**src/hw/bias_regs_defines.svh**
```systemverilog
`ifndef BIAS_REGS_DEFINES_SVH
`define BIAS_REGS_DEFINES_SVH

// ****************************************************************
// register addresses
// ****************************************************************
`define ADDR_NEG_BIAS      8'h0e
`define ADDR_FAULT         8'h0f
`define ADDR_OPT1          8'h10
`define ADDR_OPT2          8'h11
`define ADDR_CODE_LO       8'h12
`define ADDR_CODE_HI       8'h13

// ****************************************************************
// reset values and negative bias clamp limit
// ****************************************************************
`define RST_NEG_BIAS       6'h1c
`define RST_OPT1           8'h06
`define RST_OPT2           8'h35
`define NEG_BIAS_MAX       6'h32

// ****************************************************************
// field positions
// ****************************************************************
`define FLT_THERMAL        6
`define FLT_DISP_OVP       5
`define FLT_POS_OCP        3
`define FLT_NEG_SHORT      2
`define FLT_BACKLIGHT_OVERVOLTAGE_FLAG         1
`define FLT_BACKLIGHT_OVERCURRENT_FLAG         0
`define OPT1_STR2          4
`define OPT1_STR1          3
`define OPT1_FAST          0

`endif

```
**src/hw/bias_regs_pkg.sv**
```systemverilog
package bias_regs_pkg;
  typedef enum logic [1:0] {
    GLITCH_NONE = 2'h0,
    GLITCH_100  = 2'h1,
    GLITCH_150  = 2'h2,
    GLITCH_200  = 2'h3
  } glitch_sel_t;

  typedef enum logic [1:0] {
    IND_4U7 = 2'h0,
    IND_10U = 2'h1,
    IND_15U = 2'h2
  } inductor_sel_t;

  typedef enum logic [1:0] {
    ILIM_0A9 = 2'h0,
    ILIM_1A2 = 2'h1,
    ILIM_1A5 = 2'h2,
    ILIM_1A8 = 2'h3
  } ilim_sel_t;
endpackage

```
**src/hw/reg_port_if.sv**
```systemverilog
`timescale 1ns/10ps
`default_nettype none
interface reg_port_if;
  logic       wr_en;
  logic [7:0] addr;
  logic [7:0] wdata;
  logic [7:0] rdata;
  logic       hit;
  modport bank (input wr_en, input addr, input wdata, output rdata, output hit);
  modport ctrl (output wr_en, output addr, output wdata, input rdata, input hit);
endinterface
`default_nettype wire

```
**src/hw/status_capture.sv**
```systemverilog
`timescale 1ns/10ps
`default_nettype none
`include "bias_regs_defines.svh"
module status_capture (
  input  wire logic        mclk,
  input  wire logic        rst_n,
  input  wire logic [5:0]  fault_in,
  input  wire logic [10:0] measured_duty_code,
  output logic      [7:0]  fault_r,
  output logic      [10:0] code_r
);
  import bias_regs_pkg::*;

  // ****************************************************************
  // live fault image and code sampling
  // ****************************************************************
  always_ff @(posedge mclk) begin
    if (!rst_n) begin
      fault_r <= 8'h00;
    end else begin
      fault_r <= {1'b0, fault_in[5:4], 1'b0, fault_in[3:0]};
    end
  end

  always_ff @(posedge mclk) begin
    if (!rst_n) begin
      code_r <= 11'h000;
    end else begin
      code_r <= measured_duty_code;
    end
  end
endmodule
`default_nettype wire

```
**src/hw/bias_status_option_regs.sv**
```systemverilog
`timescale 1ns/10ps
`default_nettype none
`include "bias_regs_defines.svh"
module bias_status_option_regs (
  input  wire logic                          mclk,
  input  wire logic                          rst_n,
  input  wire logic                          reg_wr_en,
  input  wire logic [7:0]                    reg_addr,
  input  wire logic [7:0]                    reg_wdata,
  output logic      [7:0]                    reg_rdata,
  output logic                               reg_hit,
  input  wire logic                          thermal_trip_flag,
  input  wire logic                          display_boost_overvoltage_flag,
  input  wire logic                          positive_bias_overcurrent_flag,
  input  wire logic                          negative_bias_short_flag,
  input  wire logic                          backlight_overvoltage_flag,
  input  wire logic                          backlight_overcurrent_flag,
  input  wire logic [10:0]                   measured_duty_code,
  output logic      [5:0]                    negative_bias_output,
  output logic                               string_two_sense_off,
  output logic                               string_one_sense_off,
  output bias_regs_pkg::glitch_sel_t         pwm_glitch_width_select,
  output logic                               pwm_fast_sampling_select,
  output bias_regs_pkg::inductor_sel_t       inductor_select,
  output logic      [1:0]                    loop_gain_p,
  output logic      [1:0]                    loop_gain_i,
  output bias_regs_pkg::ilim_sel_t           switch_current_limit
);
  import bias_regs_pkg::*;

  logic [5:0]  neg_bias_r;
  logic [7:0]  opt1_r;
  logic [7:0]  opt2_r;
  logic [7:0]  fault_r;
  logic [10:0] code_r;
  logic [7:0]  rdata_nxt;

  reg_port_if rp ();
  assign rp.wr_en = reg_wr_en;
  assign rp.addr  = reg_addr;
  assign rp.wdata = reg_wdata;

  function automatic logic is_writable(input logic [7:0] a);
    is_writable = (a == `ADDR_NEG_BIAS) || (a == `ADDR_OPT1) || (a == `ADDR_OPT2);
  endfunction

  function automatic logic is_mapped(input logic [7:0] a);
    is_mapped = is_writable(a) || (a == `ADDR_FAULT) || (a == `ADDR_CODE_LO) || (a == `ADDR_CODE_HI);
  endfunction

  // ****************************************************************
  // status capture
  // ****************************************************************
  status_capture u_cap (
    .mclk               (mclk),
    .rst_n              (rst_n),
    .fault_in           ({thermal_trip_flag, display_boost_overvoltage_flag,
                          positive_bias_overcurrent_flag, negative_bias_short_flag,
                          backlight_overvoltage_flag, backlight_overcurrent_flag}),
    .measured_duty_code (measured_duty_code),
    .fault_r            (fault_r),
    .code_r             (code_r)
  );

  // ****************************************************************
  // writable registers
  // ****************************************************************
  always_ff @(posedge mclk) begin
    if (!rst_n) begin
      neg_bias_r <= `RST_NEG_BIAS;
    end else if (rp.wr_en && rp.addr == `ADDR_NEG_BIAS) begin
      neg_bias_r <= rp.wdata[5:0];
    end
  end

  always_ff @(posedge mclk) begin
    if (!rst_n) begin
      opt1_r <= `RST_OPT1;
    end else if (rp.wr_en && rp.addr == `ADDR_OPT1) begin
      opt1_r <= {1'b0, rp.wdata[6:0]};
    end
  end

  always_ff @(posedge mclk) begin
    if (!rst_n) begin
      opt2_r <= `RST_OPT2;
    end else if (rp.wr_en && rp.addr == `ADDR_OPT2) begin
      opt2_r <= rp.wdata;
    end
  end

  // ****************************************************************
  // read mux
  // ****************************************************************
  always_comb begin
    case (rp.addr)
      `ADDR_NEG_BIAS: rdata_nxt = {2'h0, neg_bias_r};
      `ADDR_FAULT:    rdata_nxt = fault_r;
      `ADDR_OPT1:     rdata_nxt = opt1_r;
      `ADDR_OPT2:     rdata_nxt = opt2_r;
      `ADDR_CODE_LO:  rdata_nxt = code_r[7:0];
      `ADDR_CODE_HI:  rdata_nxt = {5'h00, code_r[10:8]};
      default:        rdata_nxt = 8'h00;
    endcase
  end

  assign rp.rdata = rdata_nxt;
  assign rp.hit   = is_mapped(rp.addr);
  assign reg_rdata = rp.rdata;
  assign reg_hit   = rp.hit;

  // ****************************************************************
  // control outputs
  // ****************************************************************
  always_ff @(posedge mclk) begin
    if (!rst_n) begin
      negative_bias_output <= `RST_NEG_BIAS;
    end else begin
      negative_bias_output <= (neg_bias_r > `NEG_BIAS_MAX) ? `NEG_BIAS_MAX : neg_bias_r;
    end
  end

  always_ff @(posedge mclk) begin
    if (!rst_n) begin
      string_two_sense_off     <= 1'b0;
      string_one_sense_off     <= 1'b0;
      pwm_glitch_width_select  <= GLITCH_200;
      pwm_fast_sampling_select <= 1'b0;
    end else begin
      string_two_sense_off     <= opt1_r[`OPT1_STR2];
      string_one_sense_off     <= opt1_r[`OPT1_STR1];
      pwm_glitch_width_select  <= glitch_sel_t'(opt1_r[2:1]);
      pwm_fast_sampling_select <= opt1_r[`OPT1_FAST];
    end
  end

  always_ff @(posedge mclk) begin
    if (!rst_n) begin
      inductor_select      <= IND_4U7;
      loop_gain_p          <= 2'h3;
      loop_gain_i          <= 2'h1;
      switch_current_limit <= ILIM_1A2;
    end else begin
      inductor_select      <= opt2_r[7] ? IND_15U : inductor_sel_t'(opt2_r[7:6]);
      loop_gain_p          <= opt2_r[5:4];
      loop_gain_i          <= opt2_r[3:2];
      switch_current_limit <= ilim_sel_t'(opt2_r[1:0]);
    end
  end
endmodule
`default_nettype wire

```
**config.mk**
```make
export PLATFORM = sky130hd
export DESIGN_NAME = bias_status_option_regs
export DESIGN_NICKNAME = d
export VERILOG_FILES = /design/src/hw/bias_regs_pkg.sv /design/src/hw/reg_port_if.sv /design/src/hw/status_capture.sv /design/src/hw/bias_status_option_regs.sv
export VERILOG_INCLUDE_DIRS = /design/src /design/src/hw
export SDC_FILE = /design/constraint.sdc
export NUM_CORES = 1
export LEC_CHECK = 0
export ABC_AREA = 1
export ABC_CLOCK_PERIOD_IN_PS = 1250
export BUFFER_PORTS_ARGS = -buffer_cell sky130_fd_sc_hd__buf_2
export CELL_PAD_IN_SITES_DETAIL_PLACEMENT = 1
export CELL_PAD_IN_SITES_GLOBAL_PLACEMENT = 2
export CORE_MARGIN = 2
export CORE_UTILIZATION = 28
export DETAILED_ROUTE_END_ITERATION = 10
export GPL_TIMING_DRIVEN = 0
export HOLD_SLACK_MARGIN = 0.02
export PLACE_DENSITY_LB_ADDON = 0.12
export SLEW_MARGIN = 10
export SYNTH_ARGS = -nofsm -noshare
export SYNTH_HDL_FRONTEND = slang
export SYNTH_SLANG_ARGS = --single-unit
```
**constraint.sdc**
```tcl
create_clock -name mclk -period 1.25 [get_ports mclk]
set_input_delay 0.0625 -clock mclk [delete_from_list [all_inputs] [get_ports mclk]]
set_output_delay 0.0625 -clock mclk [all_outputs]
set_load 0.01 [all_outputs]
```
==> results.md, run 1 <==
- Fin cells: 534
- Measured slew at the worst slew-check pin: 0.483 ns
- Synth warnings: 0
- Layout Utilization: 0.411
- Synth Area in Compound Gates: 0.0286
- CP arrival: 1.14 ns
- Clock latency on the worst-skew pair: 0.33 ns
- Critical path startpoint category: register
- Synthesized flop and latch total: 57
- Area share of fa/ha/maj cells after synthesis: 0
- Syn avg cell area: 7.42 µm²
- First-pass GRT wire length: 11.7 mm
- I/O Pins: 64
- Nets: 461
- Core Rows: 33
- CTS Sinks: 57
- CP cell instances: inv_2 > o21ai_4 > inv_1 > nand2_1 > buf_2
- Synth top area cells: dfxtp_1 48%, nand2_1 14%, nand3_1 9.9%
- Hpwl dp: 5.21 mm
- TritonCTS clock tree: yes
- 1st-iter DRT viols: 53
- Max-cap violations: 0
- Final Max Tran Viols: 0
- Post-synthesis mux area share: 0
- Initial core utilization: 0.288
- Hold WC Path Type: in2reg
- Initial antenna violation count: 0
- Slew Limit Headroom: 0.678
- Yosys top cell area share: 0.482
- Fraction of layout cells with a size suffix above 1: 0.317
- CP max FO: 3
- Most frequent cells in the layout: 87 x nand2_1, 61 x buf_2, 47 x dfxtp_1
- Register area share after synthesis: 0.482
- Main combinational cell family by area after synthesis: simple AND/OR/NAND/NOR gates
- Vias: 2320
- Antenna violation net count after detailed routing: 0
- Commonest non-fill, non-tap cell in the layout: nand2_1
- Crit Path Category: reg2out
- CTS root buf: clkbuf_8
- Full die area: 9200 µm²
- GRT Util Overall: 0.172
- Maximum clock path buffer count: 2
- Core area: 8220 µm²
- I/O Buffers: 61
- Library cells used by synthesis: 24
- Status: completed
- Synth Net Count: 355
- Mapped cell area: 2370 µm²
- Synth Area in Simple Gates: 0.374
- RD Place Congestion: 0.723
- Clock-pin slew on the worst setup and hold paths: 0.07 ns
- Gate Count Post-Synth: 319
- Power Total: 0.00377 W
- Post-Layout Inst Area: 3380 µm²
- Worst IR Drop VDD: 483 µV
- DR pass1 iterations: 4
- Diode count: 0
- Achievable Freq: 834 MHz
- Vias in the first global route: 2284
- WL per Instance: 13.5 µm
- Required @ worst endpoint: 1.19 ns
- CP endpoint kind: output port
- Final Hold Fails: 0
- Largest net degree at the start of global routing: 11
- R2r setup slk: 0.11 ns
- Setup violators final: 0
- Die W: 95.9 µm
- Worst Slack Setup Final: 0.0513 ns
- Power Density: 1120 nW/µm²
- Primary FF master, synth: dfxtp_1
- Min Tclk post-route: 1.20 ns
- Synth Area in XOR/XNOR: 0
- Synth area leader: dfxtp_1
- Final Cycle Share: 0.959
- Cell at the slowest stage of the critical path: dfxtp_2
- Remaining Overflow, GRT: 0
- Post-synth EDFFs: 0
- Placed cell count: 485
- Clock Skews: 0.00504 ns
- Die Ht: 95.9 µm
- DRT Wirelength: 7.19 mm
- Total CTS buffers: 9
- Post-DP Area: 2800 µm²
- Vias per inst: 4.34
- DRC viols: 0
- Asr flop ratio synth: 0
- Dpl ws: -0.137 ns
- Area Overhead vs Synth: 42.8%
- # H-tree levels: 3
- Unrepaired setup endpoints after global routing: true
- Slowest stage delay, CP: 0.34 ns
- Static Leak: 1.80 nW
## cells in the mapped netlist (2+ instances only)
library cell  count
nand2_2           5
buf_2             2
nand2_1          87
nand3_1          47
nor2_1           27
inv_2             4
nand3_4           2
o21ai_0           5
a21oi_1           6
nand4_1           3
inv_1            47
or2_2             7
buf_6             3
nor2_4            5
dfxtp_1          57
clkbuf_1          4
## final cells by class
type	instances	area [µm²]
Multi-Input combinational cell	200	1000
Clock buffer	11	131
Clock inverter	4	45.0
Tap cell	105	131
Sequential cell	57	1160
Fill cell	1068	4840
Inverter	51	191
Timing Repair Buffer	95	626
Buffer	11	95.1
## cells by family (layout without fill, tap and decap cells)
logic type / Yosys count / count (layout)
simple gates: 187 / 187
buf+inv: 62 / 172
flops: 57 / 57
compound gates: 13 / 13
## registers in the layout (all words and copies together) (netlist names)
signal and cells:
loop_gain_i 2, u_cap.fault_r 6, switch_current_limit 2, pwm_fast_sampling_select 1
opt1_r 7, pwm_glitch_width_select 2, u_cap.code_r 11, string_two_sense_off 1
neg_bias_r 6, loop_gain_p 2, string_one_sense_off 1, opt2_r 8
inductor_select 2, negative_bias_output 6
## worst paths after layout
check	start	to	cells after the start
min	reg_wr_en	opt1_r[0]	3
max reg2reg	neg_bias_r[3]	negative_bias_output[4]	4
max	neg_bias_r[1]	reg_rdata[1]	5
min reg2reg	opt2_r[1]	switch_current_limit[1]	2
## report_power, final
part	switching [W]	internal (W)	total [W]
sequential	0.00000891	0.00185	0.00185
clock	0.000713	0.000900	0.00161
combinational	0.000159	0.000142	0.000300
## per-stage QoR
| stage | hold WS [ns] | setup TNS (ns) |
|---|---|---|
| 2_1_floorplan | 0.160 | 0 |
| 3_3_place_gp | 0.247 | -0.120 |
| 3_5_place_dp | 0.251 | -0.279 |
| 4_1_cts | 0.0322 | 0 |
| 5_1_grt | 0.0386 | -0.0439 |
| 6_report | 0.0449 | 0 |
## critical path, delay by kind of cell, from the launching register on
family / cells / cell delay, ns
compound gates: 1 / 0.17
buf+inv: 3 / 0.24
flops: 1 / 0.34
simple gates: 1 / 0.06
## layer usage
layer	part of all wire	wire, µm	up-vias	global-route usage
li1	-	-	1187	-
met1	0.46	3340	1085	0.218
met2	0.50	3590	43	0.288
met3	0.029	206	5	0.0509
met4	0.0078	56	0	0.0393
met5	0	0	-	0
## timing repair
item	4_1_cts	5_1_grt
hold buffers	26	0
setup endpoints to repair	5	14
endpoints found under the hold margin	35	0
pin swaps	3	11
resized for setup	7	31
buffers inserted	0	8
Power figures use the tool's default switching activity.
==> run 2, diff against run 1 <==
BUFFER_PORTS_ARGS = -buffer_cell sky130_fd_sc_hd__buf_4   (was -buffer_cell sky130_fd_sc_hd__buf_2)
==> run 2 against run 1 <==
  * Combinational power rose by 8.7%
  * Clock power rose by 7%
  * Final cell count fell by 0.56%
  * Design area rose by 3.8%
  * Hold slack barely moved
  * Clock skew rose by 0.0014 ns
  * Fmax fell by 0.24%
  * Critical path type unchanged
  * Largest cell class unchanged
==> results.md, run 2 (synthesized netlist as in run 1, its figures left out) <==
- Remaining Overflow, GRT: 0
- CP arrival: 1.14 ns
- Core Rows: 33
- Hold Path Sink: opt1_r[3]
- Status: completed
- Reg with most FFs: u_cap.code_r
- Static Leak: 1.80 nW
- CP max FO: 3
- Final setup TNS: 0 ns
- WL per Instance: 13.4 µm
- Clock latency on the worst-skew pair: 0.33 ns
- Fin Hold WS: 0.0445 ns
- 1st-iter DRT viols: 69
- Unrepaired setup endpoints after global routing: true
- Full die area: 9200 µm²
- Most frequent cells in the layout: 85 x nand2_1, 67 x buf_4, 46 x dfxtp_1
- Initial core utilization: 0.288
- CTS root buf: clkbuf_8
- Clock Skews: 0.00644 ns
- Die W: 95.9 µm
- Die Ht: 95.9 µm
- Worst Slack Setup Final: 0.0484 ns
- TritonCTS clock tree: yes
- Total CTS buffers: 9
- Final Max Tran Viols: 0
- Final Hold Fails: 0
- Setup violators final: 0
- CP endpoint kind: output port
- Vias in the first global route: 2359
- CTS Sinks: 57
- I/O Buffers: 61
- Antenna violation net count after detailed routing: 0
- DRC viols: 0
- DRT Wirelength: 7.12 mm
- Largest net degree at the start of global routing: 11
- Area Overhead vs Synth: 48.2%
- Largest register FFs: 11
- # H-tree levels: 3
- Worst Hold Depth: 3
- Maximum clock path buffer count: 2
- Achievable Freq: 832 MHz
- Core area: 8220 µm²
- Hold path startpoint: reg_wr_en
- Vias per inst: 4.34
- Required @ worst endpoint: 1.19 ns
- Worst Reg-to-Reg Cells: 4
- GRT Util Overall: 0.173
- Measured slew at the worst slew-check pin: 0.475 ns
- Worst IR Drop VDD: 660 µV
- Hpwl dp: 5.28 mm
- Vias: 2306
- Nets: 457
- Commonest non-fill, non-tap cell in the layout: nand2_1
- Diode count: 0
- Fraction of layout cells with a size suffix above 1: 0.322
- Final Cycle Share: 0.961
- Power Density: 1110 nW/µm²
- Power Total: 0.00390 W
- Slew Limit Headroom: 0.683
- Critical path startpoint category: register
- Largest registers: u_cap.code_r x11, opt2_r x8, opt1_r x7
- Max-cap violations: 0
- Hold WC Path Type: in2reg
- Crit Path Category: reg2out
- Reg2reg start: neg_bias_r[3]
- RD Place Congestion: 0.769
- R2r setup slk: 0.10 ns
- I/O Pins: 64
- Clock-pin slew on the worst setup and hold paths: 0.07 ns
- Dpl ws: -0.105 ns
- First-pass GRT wire length: 11.6 mm
- Initial antenna violation count: 0
- DR pass1 iterations: 3
- Min Tclk post-route: 1.20 ns
- RR Endpoint: negative_bias_output[4]
[run 2: worst max-delay path by stage]
stage / from / to / slack (ns) / cells past startpoint
floorplan: neg_bias_r[2] / negative_bias_output[4] / 0.20 / 4
global placement: reg_addr[6] / reg_rdata[1] / -0.12 / 10
detailed placement: reg_addr[6] / reg_rdata[1] / -0.11 / 10
CTS: opt1_r[2] / reg_rdata[2] / -0.0001 / 5
global route: neg_bias_r[3] / reg_rdata[3] / -0.03 / 5
finish: opt1_r[0] / reg_rdata[0] / 0.05 / 5
[run 2: layout make-up]
| class | count | area (µm²) |
|---|---|---|
| Clock buffer | 11 | 141 |
| Clock inverter | 5 | 55.1 |
| Fill cell | 1035 | 4710 |
| Multi-Input combinational cell | 200 | 996 |
| Sequential cell | 57 | 1160 |
| Timing Repair Buffer | 91 | 746 |
| Buffer | 11 | 86.3 |
| Inverter | 51 | 191 |
| Tap cell | 105 | 131 |
[run 2: metal layers]
metal	global-route usage	routed length [µm]	vias up
met3	0.0501	250	8
met5	0	0	-
met1	0.214	3170	1084
li1	-	-	1176
met2	0.293	3630	38
met4	0.0464	73	0
[run 2: power breakdown]
| group | switching, W | internal [W] |
|---|---|---|
| logic | 0.000158 | 0.000167 |
| clock network | 0.000756 | 0.000967 |
| registers | 0.00000933 | 0.00184 |
| total | 0.000924 | 0.00298 |
[run 2: metrics by stage]
step | utilization | instance area (µm²) | instances
finish | 0.427 | 3510 | 531
CTS | 0.418 | 3430 | 528
detailed placement | 0.360 | 2960 | 485
global route | 0.427 | 3510 | 531
floorplan | - | 2370 | 319
global placement | 0.360 | 2960 | 485
[run 2: critical path, cell delays in order (launching register included)]
cell	delay [ns]
dfxtp_2	0.34
nand3_2	0.07
nand2_1	0.06
nor2_1	0.11
nand2_1	0.07
buf_4	0.14
[run 2: timing repair]
| action | 4_1_cts | 5_1_grt |
|---|---|---|
| hold buffers | 26 | 0 |
| hold endpoints to repair | 36 | 0 |
| gates cloned | 0 | 1 |
| setup endpoints to repair | 5 | 10 |
| setup buffers | 1 | 2 |
| pin swaps | 5 | 6 |
| resized for setup | 12 | 25 |
